`config.mk`:
```
export PLATFORM = sky130hd
export DESIGN_NAME = gdfp_top
export DESIGN_NICKNAME = d
export VERILOG_FILES = /design/src/common/gdfp_pkg.sv /design/src/hdl/gdfp_top.sv
export SDC_FILE = /design/constraint.sdc
export NUM_CORES = 1
export LEC_CHECK = 0
export BUFFER_PORTS_ARGS = -buffer_cell sky130_fd_sc_hd__buf_2
export CAP_MARGIN = 15
export CORE_AREA = 2 2 142 144
export DETAILED_ROUTE_END_ITERATION = 10
export DIE_AREA = 0 0 144 146
export PLACE_DENSITY = 0.69
export SLEW_MARGIN = 30
export SYNTH_ARGS = -nofsm -noshare
export SYNTH_HDL_FRONTEND = slang
export SYNTH_SLANG_ARGS = --single-unit
```
`constraint.sdc`:
```
create_clock -name clk_i -period 3.75 [get_ports clk_i]
set_input_delay 0.1875 -clock clk_i [delete_from_list [all_inputs] [get_ports clk_i]]
set_output_delay 0.1875 -clock clk_i [all_outputs]
set_load 0.01 [all_outputs]
```
`src/common/gdfp_pkg.sv`:
```
// Purpose: shared constants for the gate driver fault protection block
// Assumes: 40 MHz core clock, classic Wishbone register access
// Notes:   register image offsets are byte addresses, one word each
package gdfp_pkg;

   // ---------------------------------------------------------------
   // clock and timing
   // ---------------------------------------------------------------
   localparam int CLK_FREQ_KHZ  = 40000;
   localparam int FILT_1US_NS   = 1000;
   localparam int FILT_2US_NS   = 2000;
   localparam int FILT_4US_NS   = 4000;
   localparam int FILT_8US_NS   = 8000;
   localparam int RETRY_MS      = 8;
   // least times, rounded up to whole cycles
   localparam int FILT_1US_CYC  =
      (FILT_1US_NS * CLK_FREQ_KHZ + 999999) / 1000000;
   localparam int FILT_2US_CYC  =
      (FILT_2US_NS * CLK_FREQ_KHZ + 999999) / 1000000;
   localparam int FILT_4US_CYC  =
      (FILT_4US_NS * CLK_FREQ_KHZ + 999999) / 1000000;
   localparam int FILT_8US_CYC  =
      (FILT_8US_NS * CLK_FREQ_KHZ + 999999) / 1000000;
   localparam int RETRY_CYC     = RETRY_MS * CLK_FREQ_KHZ;
   localparam int FILT_W        = 9;
   localparam int RETRY_W       = 19;

   // ---------------------------------------------------------------
   // register offsets
   // ---------------------------------------------------------------
   localparam logic [7:0] ADDR_CTRL   = 8'h00;
   localparam logic [7:0] ADDR_STATUS = 8'h04;
   localparam logic [7:0] ADDR_CMD    = 8'h08;

   // ---------------------------------------------------------------
   // control word fields
   // ---------------------------------------------------------------
   localparam int CTL_UV_DIS    = 0;
   localparam int CTL_SH_DIS    = 1;
   localparam int CTL_GDE_DIS   = 2;
   localparam int CTL_PCR_DIS   = 3;
   localparam int CTL_LINK      = 4;
   localparam int CTL_MODE_LO   = 5;
   localparam int CTL_FILT_LO   = 7;
   localparam int CTL_VLVL_LO   = 9;
   localparam int CTL_SLVL_LO   = 13;
   localparam logic [15:0] CTRL_RST = 16'h0100;
   localparam int CMD_CLR       = 0;
   localparam logic [1:0] SH_LVL_FIXED = 2'h3;

   // ---------------------------------------------------------------
   // status word fields
   // ---------------------------------------------------------------
   localparam int ST_SUM        = 0;
   localparam int ST_UV         = 1;
   localparam int ST_VDS        = 2;
   localparam int ST_SH         = 3;
   localparam int ST_GDE        = 4;
   localparam int ST_VFET_LO    = 5;
   localparam int ST_SPH_LO     = 11;
   localparam int ST_GGATE_LO   = 14;
   localparam int ST_PIN        = 20;
   localparam int ST_RETRY      = 21;

   // overcurrent response modes
   localparam logic [1:0] MODE_LATCH  = 2'h0;
   localparam logic [1:0] MODE_RETRY  = 2'h1;
   localparam logic [1:0] MODE_REPORT = 2'h2;
   localparam logic [1:0] MODE_OFF    = 2'h3;

endpackage

```
`src/hdl/gdfp_top.sv`:
```
// Purpose: fault detection and response for a three-phase gate driver
// Assumes: comparator flags are synchronous; fets ordered hs0,ls0,hs1..
// Notes:   register access over classic Wishbone, one ack per request
//
// Operation
// - rail undervoltage turns all fets off and pulls the error pin low
// - undervoltage latches summary and gate supply undervoltage flags
// - undervoltage recovers alone; its flag stays until a clear
// - serial variant can disable undervoltage; pin variant never can
// - drain-source trip on an enabled fet must outlast the filter time
// - pin variant: fixed 4 us filter, 8 ms retry, pin tie disables
// - serial variant: level, filter and four response modes by register
// - a new pwm rising edge clears a pending overcurrent unless disabled
// - linking 0 stops own half-bridge, linking 1 stops all three
// - latched mode stops fets, flags held until clear with condition gone
// - retry mode stops fets and resumes when the retry interval expires
// - report mode keeps driving, pin low until clear with condition gone or a new pwm rising edge
// - disabled mode takes no action on overcurrent
// - shunt trip must outlast the filter time, then follows the mode
// - pin variant shunt: fixed level, 4 us filter, 8 ms retry
// - shunt modes mirror drain-source; only retry sets per-phase flags
// - shunt off in mode 11b or with shunt disable; drain-source kept
// - a stuck gate stops all fets, pulls pin low, latches gate flags
// - gate fault recovers only after clear with the condition gone
// - serial variant gate fault disable turns detection off
`timescale 1ns/10ps
module gdfp_top
   import gdfp_pkg::*;
#(
   parameter int RETRY_CYCLES = RETRY_CYC
)(
   // clock and reset
   input  wire logic        clk_i,
   input  wire logic        rst_i,
   // wishbone slave
   input  wire logic        wb_cyc_i,
   input  wire logic        wb_stb_i,
   input  wire logic        wb_we_i,
   input  wire logic [7:0]  wb_adr_i,
   input  wire logic [3:0]  wb_sel_i,
   input  wire logic [31:0] wb_dat_i,
   output logic      [31:0] wb_dat_o,
   output logic             wb_ack_o,
   // variant straps and enable reset
   input  wire logic        serial_variant_i,
   input  wire logic        vds_pin_disable_i,
   input  wire logic        enable_reset_i,
   // analog comparator flags
   input  wire logic        charge_pump_rail_uv_i,
   input  wire logic        low_side_gate_rail_uv_i,
   input  wire logic [5:0]  drain_source_over_i,
   input  wire logic [2:0]  shunt_sense_input_over_i,
   input  wire logic [5:0]  gate_stuck_i,
   // pwm in, gates out
   input  wire logic [5:0]  pwm_i,
   output logic      [5:0]  gate_drive_o,
   output logic      [3:0]  drain_source_trip_level_o,
   output logic      [1:0]  shunt_trip_level_o,
   output logic             error_indicator_pin_n_o
);

   // ---------------------------------------------------------------
   // state
   // ---------------------------------------------------------------
   typedef struct packed {
      logic [15:0]             ctrl;
      logic                    uv_flag;
      logic                    vds_flag;
      logic                    sh_flag;
      logic                    gde_flag;
      logic [5:0]              vds_fet;
      logic [2:0]              sh_phase;
      logic [5:0]              gde_gate;
      logic [8:0][FILT_W-1:0]  filt_cnt;
      logic [5:0]              pwm_prev;
      logic [2:0]              oc_pend;
      logic                    rep_pend;
      logic                    gde_pend;
      logic                    retry_act;
      logic [RETRY_W-1:0]      retry_cnt;
      logic                    ack;
      logic [31:0]             dat;
      logic [5:0]              gate;
      logic                    pin_n;
      logic [1:0]              slvl;
   } gdfp_state_t;

   gdfp_state_t r;
   gdfp_state_t n;

   // filter length for a select code
   function automatic logic [FILT_W-1:0] filt_len(input logic [1:0] sel);
      case (sel)
         2'h0:    filt_len = FILT_W'(FILT_1US_CYC);
         2'h1:    filt_len = FILT_W'(FILT_2US_CYC);
         2'h2:    filt_len = FILT_W'(FILT_4US_CYC);
         default: filt_len = FILT_W'(FILT_8US_CYC);
      endcase
   endfunction

   // ---------------------------------------------------------------
   // configuration decode
   // ---------------------------------------------------------------
   logic              uv_en;
   logic              uv_now;
   logic              gde_en;
   logic              pcr_en;
   logic              link;
   logic [1:0]        vds_mode;
   logic [1:0]        sh_mode;
   logic [FILT_W-1:0] lim;
   logic              bus_req;
   logic              clr;
   logic [8:0]        raw;
   logic [8:0]        evt;
   logic [5:0]        vds_evt;
   logic [2:0]        sh_evt;
   logic              expire;
   logic              oc_gone;

   // undervoltage protection only switchable on serial parts
   assign uv_en  = !serial_variant_i || !r.ctrl[CTL_UV_DIS];
   // either gate rail low counts as undervoltage
   assign uv_now = uv_en && (charge_pump_rail_uv_i || low_side_gate_rail_uv_i);
   // gate fault detection switchable on serial parts
   assign gde_en = !serial_variant_i || !r.ctrl[CTL_GDE_DIS];
   // per-cycle recovery is on unless software turns it off
   assign pcr_en = !serial_variant_i || !r.ctrl[CTL_PCR_DIS];
   assign link   = serial_variant_i && r.ctrl[CTL_LINK];

   // pin parts retry, or stay off when the pin is tied high
   // serial parts take the mode field
   assign vds_mode = serial_variant_i ? r.ctrl[CTL_MODE_LO +: 2] :
                     (vds_pin_disable_i ? MODE_OFF : MODE_RETRY);
   // pin parts retry on shunt trips
   // shunt disable forces the shunt path off only
   assign sh_mode  = !serial_variant_i ? MODE_RETRY :
                     (r.ctrl[CTL_SH_DIS] ? MODE_OFF : r.ctrl[CTL_MODE_LO +: 2]);
   assign lim = serial_variant_i ? filt_len(r.ctrl[CTL_FILT_LO +: 2]) :
                FILT_W'(FILT_4US_CYC);

   // only fets being driven are watched for drain-source trips
   assign raw = {shunt_sense_input_over_i, drain_source_over_i & r.gate};
   assign oc_gone = (raw == 9'h000);

   // a trip is recognised once its counter reached the filter time
   // the shunt inputs use the same filter
   genvar gi;
   generate
      for (gi = 0; gi < 9; gi++) begin : g_filt
         assign evt[gi] = raw[gi] && (r.filt_cnt[gi] >= lim);
      end
   endgenerate

   // disabled mode masks drain-source events entirely
   assign vds_evt = (vds_mode == MODE_OFF) ? 6'h00 : evt[5:0];
   // shunt events masked in mode 11b or with shunt disable
   assign sh_evt  = (sh_mode == MODE_OFF) ? 3'h0 : evt[8:6];

   assign bus_req = wb_cyc_i && wb_stb_i && !r.ack;
   assign clr     = enable_reset_i ||
                    (bus_req && wb_we_i && (wb_adr_i == ADDR_CMD) &&
                     wb_sel_i[0] && wb_dat_i[CMD_CLR]);
   assign expire  = r.retry_act &&
                    (r.retry_cnt == RETRY_W'(RETRY_CYCLES - 1));

   // ---------------------------------------------------------------
   // next state
   // ---------------------------------------------------------------
   always_comb begin
      logic [2:0]  shut_hit;
      logic [2:0]  ph_rise;
      logic [2:0]  ph_off;
      logic [5:0]  rise;
      logic        rep_hit;
      logic        retry_hit;
      logic        vds_any;
      logic        sh_any;
      logic        oc_clr;
      logic [31:0] rd;
      shut_hit  = 3'h0;
      ph_rise   = 3'h0;
      ph_off    = 3'h0;
      rise      = pwm_i & ~r.pwm_prev;
      vds_any   = |vds_evt;
      sh_any    = |sh_evt;
      rd        = 32'h0000_0000;
      rep_hit   = 1'b0;
      retry_hit = 1'b0;
      oc_clr    = 1'b0;
      n         = r;

      // filter counters saturate at the limit, drop at once on release
      for (int i = 0; i < 9; i++) begin
         if (!raw[i]) begin
            n.filt_cnt[i] = '0;
         end else if (r.filt_cnt[i] < lim) begin
            n.filt_cnt[i] = r.filt_cnt[i] + FILT_W'(1);
         end
      end

      for (int k = 0; k < 3; k++) begin
         shut_hit[k] = (((vds_evt[2*k] || vds_evt[2*k+1]) &&
                         (vds_mode == MODE_LATCH || vds_mode == MODE_RETRY)) ||
                        (sh_evt[k] &&
                         (sh_mode == MODE_LATCH || sh_mode == MODE_RETRY)));
         ph_rise[k]  = rise[2*k] || rise[2*k+1];
      end
      rep_hit   = (vds_any && vds_mode == MODE_REPORT) ||
                  (sh_any && sh_mode == MODE_REPORT);
      retry_hit = (vds_any && vds_mode == MODE_RETRY) ||
                  (sh_any && sh_mode == MODE_RETRY);
      // latched faults clear only once the trip has gone away
      oc_clr    = clr && oc_gone;

      // retry timer; events during the interval are absorbed
      if (r.retry_act) begin
         n.retry_cnt = r.retry_cnt + RETRY_W'(1);
         if (expire) begin
            n.retry_act = 1'b0;
            n.retry_cnt = '0;
         end
      end else if (retry_hit) begin
         n.retry_act = 1'b1;
         n.retry_cnt = '0;
      end

      // pwm edges, retry expiry or a clear drop pending shutdowns
      for (int k = 0; k < 3; k++) begin
         if ((pcr_en && ph_rise[k]) || expire || oc_clr) begin
            n.oc_pend[k] = 1'b0;
         end
         if (shut_hit[k]) begin
            n.oc_pend[k] = 1'b1;
         end
      end
      // report held until clear with the trip gone, or a pwm rising edge while per-cycle recovery is on
      if (oc_clr || (pcr_en && |ph_rise)) begin
         n.rep_pend = 1'b0;
      end
      if (rep_hit) begin
         n.rep_pend = 1'b1;
      end

      // overcurrent flags: clear first so that a new event wins
      if (expire || oc_clr) begin
         n.vds_flag = 1'b0;
         n.vds_fet  = 6'h00;
         n.sh_flag  = 1'b0;
         n.sh_phase = 3'h0;
      end
      // drain-source trips latch the summary and per-fet flags
      n.vds_flag = n.vds_flag || vds_any;
      n.vds_fet  = n.vds_fet | vds_evt;
      // per-phase shunt flags only in retry mode
      n.sh_flag  = n.sh_flag || sh_any;
      if (sh_mode == MODE_RETRY) begin
         n.sh_phase = n.sh_phase | sh_evt;
      end

      // undervoltage flag sticky until clear; set wins
      if (clr) begin
         n.uv_flag = 1'b0;
      end
      n.uv_flag = n.uv_flag || uv_now;

      // gate fault leaves only on clear with the gates moving
      if (clr && (gate_stuck_i == 6'h00)) begin
         n.gde_pend = 1'b0;
         n.gde_flag = 1'b0;
         n.gde_gate = 6'h00;
      end
      // a stuck gate latches fault and per-gate flags
      if (gde_en && (gate_stuck_i != 6'h00)) begin
         n.gde_pend = 1'b1;
         n.gde_flag = 1'b1;
         n.gde_gate = n.gde_gate | gate_stuck_i;
      end

      // linked mode spreads any pending shutdown to all phases
      for (int k = 0; k < 3; k++) begin
         ph_off[k] = uv_now || r.gde_pend ||
                     (link ? (|r.oc_pend) : r.oc_pend[k]);
      end
      // fets follow pwm only while their half-bridge is allowed
      for (int i = 0; i < 6; i++) begin
         n.gate[i] = pwm_i[i] && !ph_off[i/2];
      end
      n.pwm_prev = pwm_i;
      // pin low while any reporting source is active
      n.pin_n = !(uv_now || r.gde_pend || (|r.oc_pend) || r.rep_pend ||
                  r.retry_act);

      // wishbone: ack one cycle after the request, then drop
      n.ack = bus_req;
      case (wb_adr_i)
         ADDR_CTRL: rd[15:0] = r.ctrl;
         ADDR_STATUS: begin
            rd[ST_SUM]               = r.uv_flag || r.vds_flag ||
                                       r.sh_flag || r.gde_flag;
            rd[ST_UV]                = r.uv_flag;
            rd[ST_VDS]               = r.vds_flag;
            rd[ST_SH]                = r.sh_flag;
            rd[ST_GDE]               = r.gde_flag;
            rd[ST_VFET_LO +: 6]      = r.vds_fet;
            rd[ST_SPH_LO +: 3]       = r.sh_phase;
            rd[ST_GGATE_LO +: 6]     = r.gde_gate;
            rd[ST_PIN]               = !r.pin_n;
            rd[ST_RETRY]             = r.retry_act;
         end
         default: rd = 32'h0000_0000;
      endcase
      n.dat = bus_req ? rd : 32'h0000_0000;
      // control fields written byte by byte
      if (bus_req && wb_we_i && (wb_adr_i == ADDR_CTRL)) begin
         if (wb_sel_i[0]) begin
            n.ctrl[7:0] = wb_dat_i[7:0];
         end
         if (wb_sel_i[1]) begin
            n.ctrl[15:8] = wb_dat_i[15:8];
         end
      end
      n.slvl = serial_variant_i ? n.ctrl[CTL_SLVL_LO +: 2] : SH_LVL_FIXED;
   end

   // ---------------------------------------------------------------
   // registers
   // ---------------------------------------------------------------
   always_ff @(posedge clk_i) begin
      if (rst_i) begin
         r       <= '0;
         r.ctrl  <= CTRL_RST;
         r.pin_n <= 1'b1;
      end else begin
         r <= n;
      end
   end

   // outputs straight from flops
   assign wb_ack_o                  = r.ack;
   assign wb_dat_o                  = r.dat;
   assign gate_drive_o              = r.gate;
   assign error_indicator_pin_n_o   = r.pin_n;
   assign drain_source_trip_level_o = r.ctrl[CTL_VLVL_LO +: 4];
   assign shunt_trip_level_o        = r.slvl;

   // ---------------------------------------------------------------
   // checks
   // ---------------------------------------------------------------
   chk_uv_gates_off: assert property (
      @(posedge clk_i) disable iff (rst_i)
      uv_now |=> (gate_drive_o == 6'h00) && !error_indicator_pin_n_o)
      else $error("gates or pin active during undervoltage");

   chk_uv_flag_set: assert property (
      @(posedge clk_i) disable iff (rst_i)
      uv_now |=> r.uv_flag)
      else $error("undervoltage flag not latched");

   chk_uv_flag_hold: assert property (
      @(posedge clk_i) disable iff (rst_i)
      (r.uv_flag && !clr) |=> r.uv_flag)
      else $error("undervoltage flag lost without clear");

   chk_uv_pin_only: assert property (
      @(posedge clk_i) disable iff (rst_i)
      (!serial_variant_i && charge_pump_rail_uv_i) |=> !(|gate_drive_o))
      else $error("undervoltage protection off on pin variant");

   chk_filter_wait: assert property (
      @(posedge clk_i) disable iff (rst_i)
      $rose(raw[0]) |-> (!evt[0]) [*8])
      else $error("drain-source trip recognised before filter time");

   chk_link_all_off: assert property (
      @(posedge clk_i) disable iff (rst_i)
      (link && (|r.oc_pend)) |=> (gate_drive_o == 6'h00))
      else $error("linked shutdown left a fet driven");

   chk_retry_release: assert property (
      @(posedge clk_i) disable iff (rst_i)
      (expire && (evt == 9'h000)) |=>
         !r.retry_act && (r.oc_pend == 3'h0) && !r.vds_flag)
      else $error("retry expiry did not release the fault");

   chk_report_drives: assert property (
      @(posedge clk_i) disable iff (rst_i)
      (r.rep_pend && (r.oc_pend == 3'h0) && !r.gde_pend && !uv_now)
         |=> (gate_drive_o == $past(pwm_i)) && !error_indicator_pin_n_o)
      else $error("report mode stopped the gates or freed the pin");

   chk_gde_latched: assert property (
      @(posedge clk_i) disable iff (rst_i)
      (r.gde_pend && (gate_stuck_i != 6'h00)) |=> r.gde_pend)
      else $error("gate fault released while still stuck");

endmodule

```
==> out/results.txt, run 1 <==
Int Power - 0.00294 W
Vias per cell - 5.43
Gr ovfl total - 0
Fraction of registers with async set/reset - 0%
Met3 GRT Util - 3.32%
Min Tclk post-route - 3.42 ns
Leakage dissipation - 4.35 nW
Relative slew slack - 40.2%
DP Wirelength - 15700 um
Post-Layout Cell Count - 1437
Setup TNS - 0 ns
Die width - 144 um
Core ar. - 0.0193 mm^2
Sequential share of power - 49.2%
CP max-delay cell - ha_1
Tightest Pin Transition - 0.894 ns
Sw frac - 24.7%
Avg Cell Area, Syn - 8.76 um^2
Main synth FF type - dfxtp_1
Most frequent cells in the layout - dfxtp_1 (178), nor2_1 (162), buf_2 (92), ha_1 (64), inv_1 (62)
Logic pwr share - 3.8%
Register bit count reported by yosys - 178
CTS sink cnt - 178
Peak VDD IR - 255 uV
Detailed-route wire length per cell - 15.1 um
GRT met1 Usage - 28.7%
Worst-case clock buffer depth - 2
Yosys Warn Count - 0
CTS tree - yes
Sequential fraction of the synthesis area - 37.3%
Number of synthesized flops with an enable pin - 0
First-pass GRT wire length - 36200 um
Post-DRT Antenna Nets - 0
Height of the chip - 146 um
Clock root cell - clkbuf_16
Crit Path Max Fanout - 20
Final GP Congestion - 0.862
Critical Path AT - 3.76 ns
Unrepaired setup endpoints after global routing - no
Via count - 7805
Remaining DRCs - 0
Largest net degree at the start of global routing - 53
Number of buffers added on ports - 92
Critical path class - reg -> reg
Synthesized cell area - 0.00956 mm^2
Pre-antenna DRT Iters - 6
Antenna Cells - 0
Total CTS buffers - 17
Postcts setup bufs - 0
Skew final - 0.00936 ns
Worst-path clk slew - 0.07 ns
HP Class - in -> reg
GRT busiest layer - met2
Cells along the critical path - and2_4 -> buf_4 -> nand2_1 -> ha_1 -> and3_1 -> a221oi_1 -> and3_1 -> o32ai_1 -> o31a_1 -> buf_4 -> o41ai_1
Tot Pwr - 0.00390 W
# rows - 51
Clock network power share - 47.0%
CP Capture Type - flop
Iteration-0 DRC Markers - 501
Initial antenna violation count - 0
Post-synthesis cell type count - 73
Final hold vios - 0
M2 GR Usage - 35.3%
# Max-Cap Violations - 0
Area grow syn2layout - 12.6%
Post-Synthesis Cells - 1091
Max Slew Vio Count - 0
CP startpoint kind - flop
# IOs - 121
Clk_lat worst skew - 0.43 ns
# setup viols final - 0
Final #Nets - 1298
F_max - 0.292 GHz
Number of global-route vias before repair - 7323
Power per cell area - 362 mW/mm^2
Final period util - 91.3%
Final WL - 21600 um
CTS H-tree depth - 4
Share of cells above drive strength 1 - 15.0%
Total net switching power - 0.000964 W
Tot GR Track Use - 21.3%
Status - completed
CP peak stage delay - 0.43 ns
Initial core utilization - 49.4%
Inst Count DP - 1389
Commonest non-fill, non-tap cell in the layout - dfxtp_1
DIE AREA - 0.0210 mm^2
Critical Path RT - 4.09 ns
-- routing by layer --
metal	vias to the layer above	wire (um)
li1	3903	-
met1	3687	9990
met2	191	10300
met3	24	945
met4	0	361
met5	-	0
-- Yosys cell counts, drive strengths merged, types with 6 or more instances --
library cell	instances	area (um^2)
dfxtp	178	3560
nor2	163	614
buf	65	443
ha	64	801
inv	62	233
nand2	59	224
xor2	45	394
a21oi	43	219
nand4	41	257
mux2i	34	340
xnor2	32	280
and3	31	194
nand3	28	140
o21ai	25	125
nor3	23	126
clkbuf	18	67.6
o41ai	16	245
a21o	12	90.1
nor2b	12	75.1
and2	11	71.3
nor4	10	62.6
nand2b	9	56.3
or3	9	56.3
and4b	8	80.1
o22ai	8	56.3
a2111oi	6	91.3
a22o	6	52.6
or2	6	37.5
-- metrics by stage --
step | util (%) | setup slack, ns | area (um^2) | hold WS [ns]
after CTS | 55.6 | 0.277 | 10800 | 0.00112
after detailed placement | 51.7 | 0.302 | 9990 | 0.408
after floorplan | - | 0.359 | 9590 | 0.305
after global routing | 55.7 | 0.124 | 10800 | 0.0128
after global placement | 51.7 | 0.359 | 9990 | 0.409
final | 55.7 | 0.326 | 10800 | 0.0147
-- path summary, 6_finish.rpt --
check	from	to	slack, ns	cells after the start
max	r[180]$_SDFFE_PP0P_	r[57]$_SDFFE_PP0P_	0.33	11
max reg2reg	r[180]$_SDFFE_PP0P_	r[57]$_SDFFE_PP0P_	0.33	11
min	wb_dat_i[2]	r[175]$_SDFFE_PP0P_	0.01	3
min reg2reg	error_indicator_pin_n_o$_SDFF_PP1_	wb_dat_o[20]$_SDFF_PP0_	0.45	1
-- state kept, by name, indices dropped and copies added, names as in the netlist --
register and flops:
shunt_trip_level_o 2, r 142, wb_ack_o 1, error_indicator_pin_n_o 1, gate_drive_o 6, wb_dat_o 22
drain_source_trip_level_o 4
-- power by group through the flow --
stage / Combinational (W) / Sequential [W] / Clock, W
after floorplan: 0.0000883 / 0.00196 / 0
after global placement: 0.000135 / 0.00196 / 0
after global routing: 0.000166 / 0.00192 / 0.00195
after CTS: 0.000150 / 0.00192 / 0.00187
after detailed placement: 0.000136 / 0.00196 / 0
final: 0.000150 / 0.00192 / 0.00183
-- cell type report --
cell class | instances | area (um^2)
multi-input combinational | 777 | 5290
sequential | 178 | 3560
fill | 1775 | 8570
clock inverter | 15 | 185
clock buffer | 17 | 425
timing repair buffer | 123 | 733
tap | 265 | 332
inverter | 62 | 233
-- cells by family after synthesis --
family | count (synthesis) | synth area share [%]
simple gates | 429 | 22.6
compound gates | 162 | 13.2
mux | 34 | 3.56
xor+xnor | 77 | 7.05
buf+inv | 145 | 7.77
other cells | 1 | 0.0392
flops | 178 | 37.3
fa+ha+maj | 65 | 8.48
-- critical path: cells and delay by family, from the launching register on --
family,cells,cell delay (ns)
adder cells (fa/ha/maj),1,0.43
buffers and inverters,2,0.47
AND/OR/NAND/NOR,4,1.07
flip-flops,1,0.35
AO/OA/AOI/OAI,4,0.99
-- timing repair --
action	CTS	global route
resized for setup	0	1
endpoints found under the setup margin	0	1
hold endpoints to repair	16	0
hold buffers	16	0
Note: power is estimated with default switching activity, not from simulation.
==> run 2, diff against run 1 <==
Settings changed: CORE_AREA 2 2 142 144 to 2 2 131 133, CTS_CLUSTER_SIZE set to 28, DIE_AREA 0 0 144 146 to 0 0 133 135, PLACE_DENSITY 0.69 to 0.8.
==> out/results.txt, run 2 (synthesis gave the netlist of run 1 again) <==
Status - completed
Post-DRT Antenna Nets - 0 (unchanged)
Critical path class - reg -> reg
Tightest Pin Transition - 0.810 ns (-0.0835 ns)
Worst Hold End - r[179]$_SDFFE_PP0P_
Remaining DRCs - 0 (unchanged)
Peak VDD IR - 332 uV (+30%)
Power per cell area - 362 mW/mm^2 (-0.26%)
Number of global-route vias before repair - 7602 (+3.8%)
Hold path cells - 3 (unchanged)
Cts hold-fix bufs - 18 (+2)
Final WL - 22100 um (+2.4%)
CTS H-tree depth - 4 (unchanged)
Final #Nets - 1303 (+0.39%)
Most frequent cells in the layout - dfxtp_1 (178), nor2_1 (162), buf_2 (92), ha_1 (64), inv_1 (62)
CP bufs+invs - 1 (-1)
RR Startpoint - r[180]$_SDFFE_PP0P_
Clock root cell - clkbuf_16
Die width - 133 um (-7.6%)
CP peak stage delay - 0.38 ns (-0.05 ns)
Commonest non-fill, non-tap cell in the layout - dfxtp_1
CP Launch Point - r[180]$_SDFFE_PP0P_
Iteration-0 DRC Markers - 515 (+2.8%)
Tot Pwr - 0.00389 W (-0.25%)
Critical Path AT - 3.63 ns (-0.13 ns)
Via count - 7887 (+1.1%)
Worst Hold Launch - wb_dat_i[6]
Relative slew slack - 45.8% (+5.6 points)
Largest net degree at the start of global routing - 51 (-3.8%)
Tot GR Track Use - 25.1% (+3.8 points)
CP startpoint kind - flop
Total CTS buffers - 17 (unchanged)
Core ar. - 0.0164 mm^2 (-15%)
F_max - 0.304 GHz (+4.1%)
Final period util - 87.7% (-3.6 points)
CP max-delay cell - ha_1
HP Class - in -> reg
Worst-case clock buffer depth - 2 (unchanged)
Cells along the critical path - and2_4 -> nand2b_1 -> ha_1 -> and4b_1 -> or3_1 -> o211ai_1 -> a211o_1 -> o41ai_2 -> o31a_1 -> buf_12 -> o41ai_1
# setup viols final - 0 (unchanged)
DP Wirelength - 15800 um (+0.69%)
# Max-Cap Violations - 0 (unchanged)
Largest delay share family, worst path - compound AO/OA/AOI/OAI gates
Postcts setup bufs - 0 (unchanged)
Gr ovfl total - 0 (unchanged)
CTS resizes - 0 (unchanged)
CTS sink cnt - 178 (unchanged)
Max reg flops - 142 (unchanged)
Crit Path Max Fanout - 20 (unchanged)
Unrepaired setup endpoints after global routing - no
Worst-path clk slew - 0.07 ns (about the same)
Number of buffers added on ports - 92 (unchanged)
Area grow syn2layout - 12.6% (about the same)
Final hold vios - 0 (unchanged)
# rows - 47 (-7.8%)
Share of cells above drive strength 1 - 15.1% (+0.11 points)
R2r setup slk - 0.46 ns (+0.13 ns)
CP Capture Type - flop
Clk_lat worst skew - 0.44 ns (about the same)
Vias per cell - 5.64 (+3.9%)
Detailed-route wire length per cell - 15.8 um (+5.2%)
DIE AREA - 0.0180 mm^2 (-15%)
Critical Path RT - 4.09 ns (about the same)
Max Slew Vio Count - 0 (unchanged)
Height of the chip - 135 um (-7.5%)
Initial core utilization - 58.3% (+8.8 points)
Setup TNS - 0 ns (unchanged)
R2r endpoint - r[58]$_SDFFE_PP0P_
Final GP Congestion - 0.866 (+0.44%)
Skew final - 0.0111 ns (+0.00174 ns)
Pre-antenna DRT Iters - 7 (+1)
Initial antenna violation count - 1 (+1)
Largest Register - r
First-pass GRT wire length - 36100 um (-0.23%)
Hold WS - 0.0104 ns (-0.00429 ns)
Min Tclk post-route - 3.29 ns (-0.135 ns)
Worst R2R Path Depth - 11 (unchanged)
CTS tree - yes
Leakage dissipation - 4.38 nW (+0.66%)
# IOs - 121 (unchanged)
[run 2: changes by cell type in the layout (fill, tap and decap cells not counted), moves of 2 or more]
cell           change
buf_4              +2
clkbuf_8           +2
clkinv_4           +2
clkinvlp_4         -2
dlygate4sd3_1      +2
inv_6              +2
inv_8              -4
[run 2: power breakdown]
part / internal (W) / switching, W
sequential: 0.00191 / 0.0000126
clock: 0.000989 / 0.000829
combinational: 0.0000651 / 0.0000885
[run 2: layer usage]
| layer | vias to the layer above | track usage, % | wire, um |
|---|---|---|---|
| met4 | 0 | 11.1 | 607 |
| met1 | 3696 | 31.5 | 9850 |
| met3 | 50 | 5.18 | 1060 |
| li1 | 3926 | - | - |
| met5 | - | 0 | 0 |
| met2 | 215 | 42.1 | 10600 |
[run 2: worst reg2reg max path, stage by stage (launching register included)]
cell and delay (ns):
dfxtp_1 0.33, and2_4 0.25, nand2b_1 0.28, ha_1 0.38
and4b_1 0.18, or3_1 0.37, o211ai_1 0.19, a211o_1 0.24
o41ai_2 0.13, o31a_1 0.34, buf_12 0.17, o41ai_1 0.32
[run 2: worst max-delay path by stage]
stage	endpoint	slack (ns)	depth (start not counted)
3_3_place_gp	r[42]$_SDFFE_PP0P_	0.53	12
5_1_grt	r[58]$_SDFFE_PP0P_	0.25	11
3_5_place_dp	r[45]$_SDFFE_PP0P_	0.48	12
2_1_floorplan	r[47]$_SDFFE_PP0P_	0.36	13
4_1_cts	r[58]$_SDFFE_PP0P_	0.46	11
6_report	r[58]$_SDFFE_PP0P_	0.46	11
[run 2: cell type report]
class	instances	area, um^2
clock buffer	19	453
antenna	1	2.50
clock inverter	13	160
sequential	178	3560
fill	1294	5640
tap	220	275
multi-input combinational	777	5290
inverter	62	233
timing repair buffer	128	788
[run 2: through the flow]
stage	utilization [%]	area [um^2]	cells	setup slack [ns]
6_report	65.6	10800	1398	0.461
5_1_grt	65.6	10800	1398	0.255
2_1_floorplan	-	9590	1100	0.359
3_5_place_dp	60.7	9970	1347	0.476
3_3_place_gp	60.7	9970	1347	0.535
4_1_cts	65.6	10800	1397	0.463
==> run 3, diff against run 2 <==
Settings changed: BUFFER_PORTS_ARGS -buffer_cell sky130_fd_sc_hd__buf_2 to -buffer_cell sky130_fd_sc_hd__buf_4, CORE_AREA 2 2 131 133 to 2 2 130 132, DIE_AREA 0 0 133 135 to 0 0 132 134, PLACE_DENSITY 0.8 to 0.81, RECOVER_POWER set to 25.
Clock period 3.75 ns to 4.2 ns, I/O delays scaled along.
==> out/results.txt, run 3 (synthesis gave the netlist of run 1 again) <==
Setup TNS - 0 ns (unchanged)
Worst R2R Path Depth - 10 (-1)
Number of buffers added on ports - 92 (unchanged)
Post-route cell area - 0.0106 mm^2 (-1.1%)
Antenna Cells - 0 (-1)
DIE AREA - 0.0177 mm^2 (-1.5%)
Met3 GRT Util - 5.22% (+0.035 points)
Via count - 7952 (+0.82%)
Most frequent cells in the layout - dfxtp_1 (178), nor2_1 (162), buf_4 (66), ha_1 (64), inv_1 (62)
RR Startpoint - r[180]$_SDFFE_PP0P_
Tightest Pin Transition - 2.44 ns (+1.63 ns)
Critical Path RT - 4.53 ns (+0.44 ns)
# setup viols final - 0 (unchanged)
Clock root cell - clkbuf_16
Hold path cells - 3 (unchanged)
# IOs - 121 (unchanged)
Commonest non-fill, non-tap cell in the layout - dfxtp_1
CP Capture Type - flop
Skew final - 0.0141 ns (+0.00299 ns)
R2r endpoint - r[57]$_SDFFE_PP0P_
Critical Path AT - 4.03 ns (+0.40 ns)
Area grow syn2layout - 11.3%
Fillers - 1374 (+6.2%)
Gr ovfl total - 0 (unchanged)
Initial core utilization - 58.7% (+0.42 points)
R2r setup slk - 0.50 ns (+0.04 ns)
Worst-path clk slew - 0.07 ns (about the same)
Final hold vios - 0 (unchanged)
GRT met1 Usage - 31.4% (-0.10 points)
Logic pwr share - 4.1% (+0.2 points)
Height of the chip - 134 um (-0.74%)
Worst Hold Launch - wb_dat_i[1]
F_max - 0.270 GHz (-11%)
Die width - 132 um (-0.75%)
DP Wirelength - 15500 um (-1.5%)
Number of global-route vias before repair - 7385 (-2.9%)
Critical path class - reg -> reg
Final GP Congestion - 0.885 (+2.2%)
Vias per cell - 5.76 (+2.1%)
Total CTS buffers - 17 (unchanged)
M2 GR Usage - 41.5% (-0.59 points)
Largest Register - r
Placed inst area - 0.0101 mm^2 (+1.7%)
Clk_lat worst skew - 0.44 ns (about the same)
Largest net degree at the start of global routing - 49 (-3.9%)
Sw frac - 22.8% (-1.1 points)
Final #Nets - 1286 (-1.3%)
Min Tclk post-route - 3.70 ns (+0.414 ns)
Max Slew Vio Count - 49 (+49)
Sequential share of power - 50.5% (+1.2 points)
Tot Pwr - 0.00340 W (-13%)
Violated checks - max-capacitance violations, max-slew violations
Int Power - 0.00262 W (-11%)
HP Class - in -> reg
Max reg flops - 142 (unchanged)
Final WL - 22100 um (-0.21%)
GRT busiest layer - met2
Peak VDD IR - 270 uV (-19%)
Iteration-0 DRC Markers - 604 (+17%)
Core Util, Final - 65.3% (-0.26 points)
Status - finished, violations left
CP startpoint kind - flop
Final period util - 88.2% (+0.46 points)
# rows - 47 (unchanged)
Leakage dissipation - 4.17 nW (-4.9%)
Clock network power share - 45.4% (-1.3 points)
Initial antenna violation count - 0 (-1)
Worst Hold End - r[174]$_SDFFE_PP0P_
CTS tree - yes
Detailed-route wire length per cell - 16.0 um (+1.1%)
CTS sink cnt - 178 (unchanged)
CTS H-tree depth - 4 (unchanged)
CP max-delay cell - dfxtp_1
Tot GR Track Use - 24.7% (-0.42 points)
# Max-Cap Violations - 1 (+1)
CP peak stage delay - 0.46 ns (+0.08 ns)
Total net switching power - 0.000773 W (-17%)
Core ar. - 0.0163 mm^2 (-0.72%)
Crit Path Max Fanout - 11 (-45%)
Postcts setup bufs - 0 (unchanged)
Post-DRT Antenna Nets - 0 (unchanged)
Worst-case clock buffer depth - 2 (unchanged)
Remaining DRCs - 0 (unchanged)
First-pass GRT wire length - 35400 um (-2.0%)
Power per cell area - 319 mW/mm^2 (-12%)
Cells along the critical path - and2_4 -> nand2b_1 -> ha_1 -> and4b_1 -> nor4_1 -> nor3_1 -> o21ai_1 -> a41oi_2 -> buf_4 -> o41ai_1
Relative slew slack - -62.6% (-110 points)
Unrepaired setup endpoints after global routing - no
Share of cells above drive strength 1 - 11.6% (-3.6 points)
Pre-antenna DRT Iters - 5 (-2)
## run 3: changes by cell type in the layout (fill, tap and decap cells not counted), sizes merged
cell / delta
buf: -44
inv: -4
clkinv: +1
dlygate4sd3: -11
clkbuf: +38
clkinvlp: +3
diode: -1
## run 3: worst max-delay path by stage
stage / endpoint / slack, ns / start / cells past startpoint
floorplan: r[47]$_SDFFE_PP0P_ / 0.79 / serial_variant_i / 13
global placement: r[42]$_SDFFE_PP0P_ / 0.69 / r[180]$_SDFFE_PP0P_ / 10
detailed placement: r[45]$_SDFFE_PP0P_ / 0.60 / r[180]$_SDFFE_PP0P_ / 10
CTS: r[58]$_SDFFE_PP0P_ / 0.56 / r[180]$_SDFFE_PP0P_ / 11
global route: r[57]$_SDFFE_PP0P_ / 0.24 / r[180]$_SDFFE_PP0P_ / 10
finish: r[57]$_SDFFE_PP0P_ / 0.50 / r[180]$_SDFFE_PP0P_ / 10
## run 3: cell type report
| type | instances | area (um^2) | share of cell area, % |
|---|---|---|---|
| clock buffers | 19 | 453 | 4.26 |
| inverters | 62 | 233 | 2.19 |
| repair buffers | 111 | 708 | 6.65 |
| multi-input cells | 777 | 5290 | 49.7 |
| flip-flops and latches | 178 | 3560 | 33.5 |
| well taps | 220 | 275 | 2.59 |
| clock inverters | 13 | 124 | 1.16 |
## run 3: per-layer routing
metal / vias to the layer above / wire length (um) / share of wire [%]
met5: - / 0 / 0
met4: 0 / 441 / 2.0
met3: 43 / 1280 / 5.8
met2: 262 / 10700 / 48
met1: 3767 / 9710 / 44
li1: 3880 / - / -
## run 3: repair_timing
item,4_1_cts,5_1_grt
hold buffers,7,0
hold endpoints to repair,7,0
setup endpoints to repair,0,0
resized for setup,0,0
## run 3: power groups by stage
| stage | Clock [W] | Sequential (W) | Combinational (W) |
|---|---|---|---|
| floorplan | 0 | 0.00175 | 0.0000789 |
| global placement | 0 | 0.00175 | 0.000133 |
| detailed placement | 0 | 0.00175 | 0.000135 |
| CTS | 0.00157 | 0.00171 | 0.000141 |
| global route | 0.00164 | 0.00171 | 0.000151 |
| finish | 0.00154 | 0.00171 | 0.000140 |
## run 3: per-stage QoR
stage / hold WS (ns) / std cells / setup WS, ns
final: 0.0100 / 1380 / 0.497
after global routing: 0.00519 / 1380 / 0.240
after CTS: 0.000121 / 1380 / 0.565
after detailed placement: 0.411 / 1341 / 0.600
after global placement: 0.423 / 1341 / 0.690
after floorplan: 0.328 / 1100 / 0.786
## run 3: worst max-delay path: cells and delay by family (launching register included)
kind | cells | cell delay (ns)
fa+ha+maj | 1 | 0.45
simple gates | 5 | 1.23
compound gates | 3 | 1.11
flops | 1 | 0.46
buf+inv | 1 | 0.34
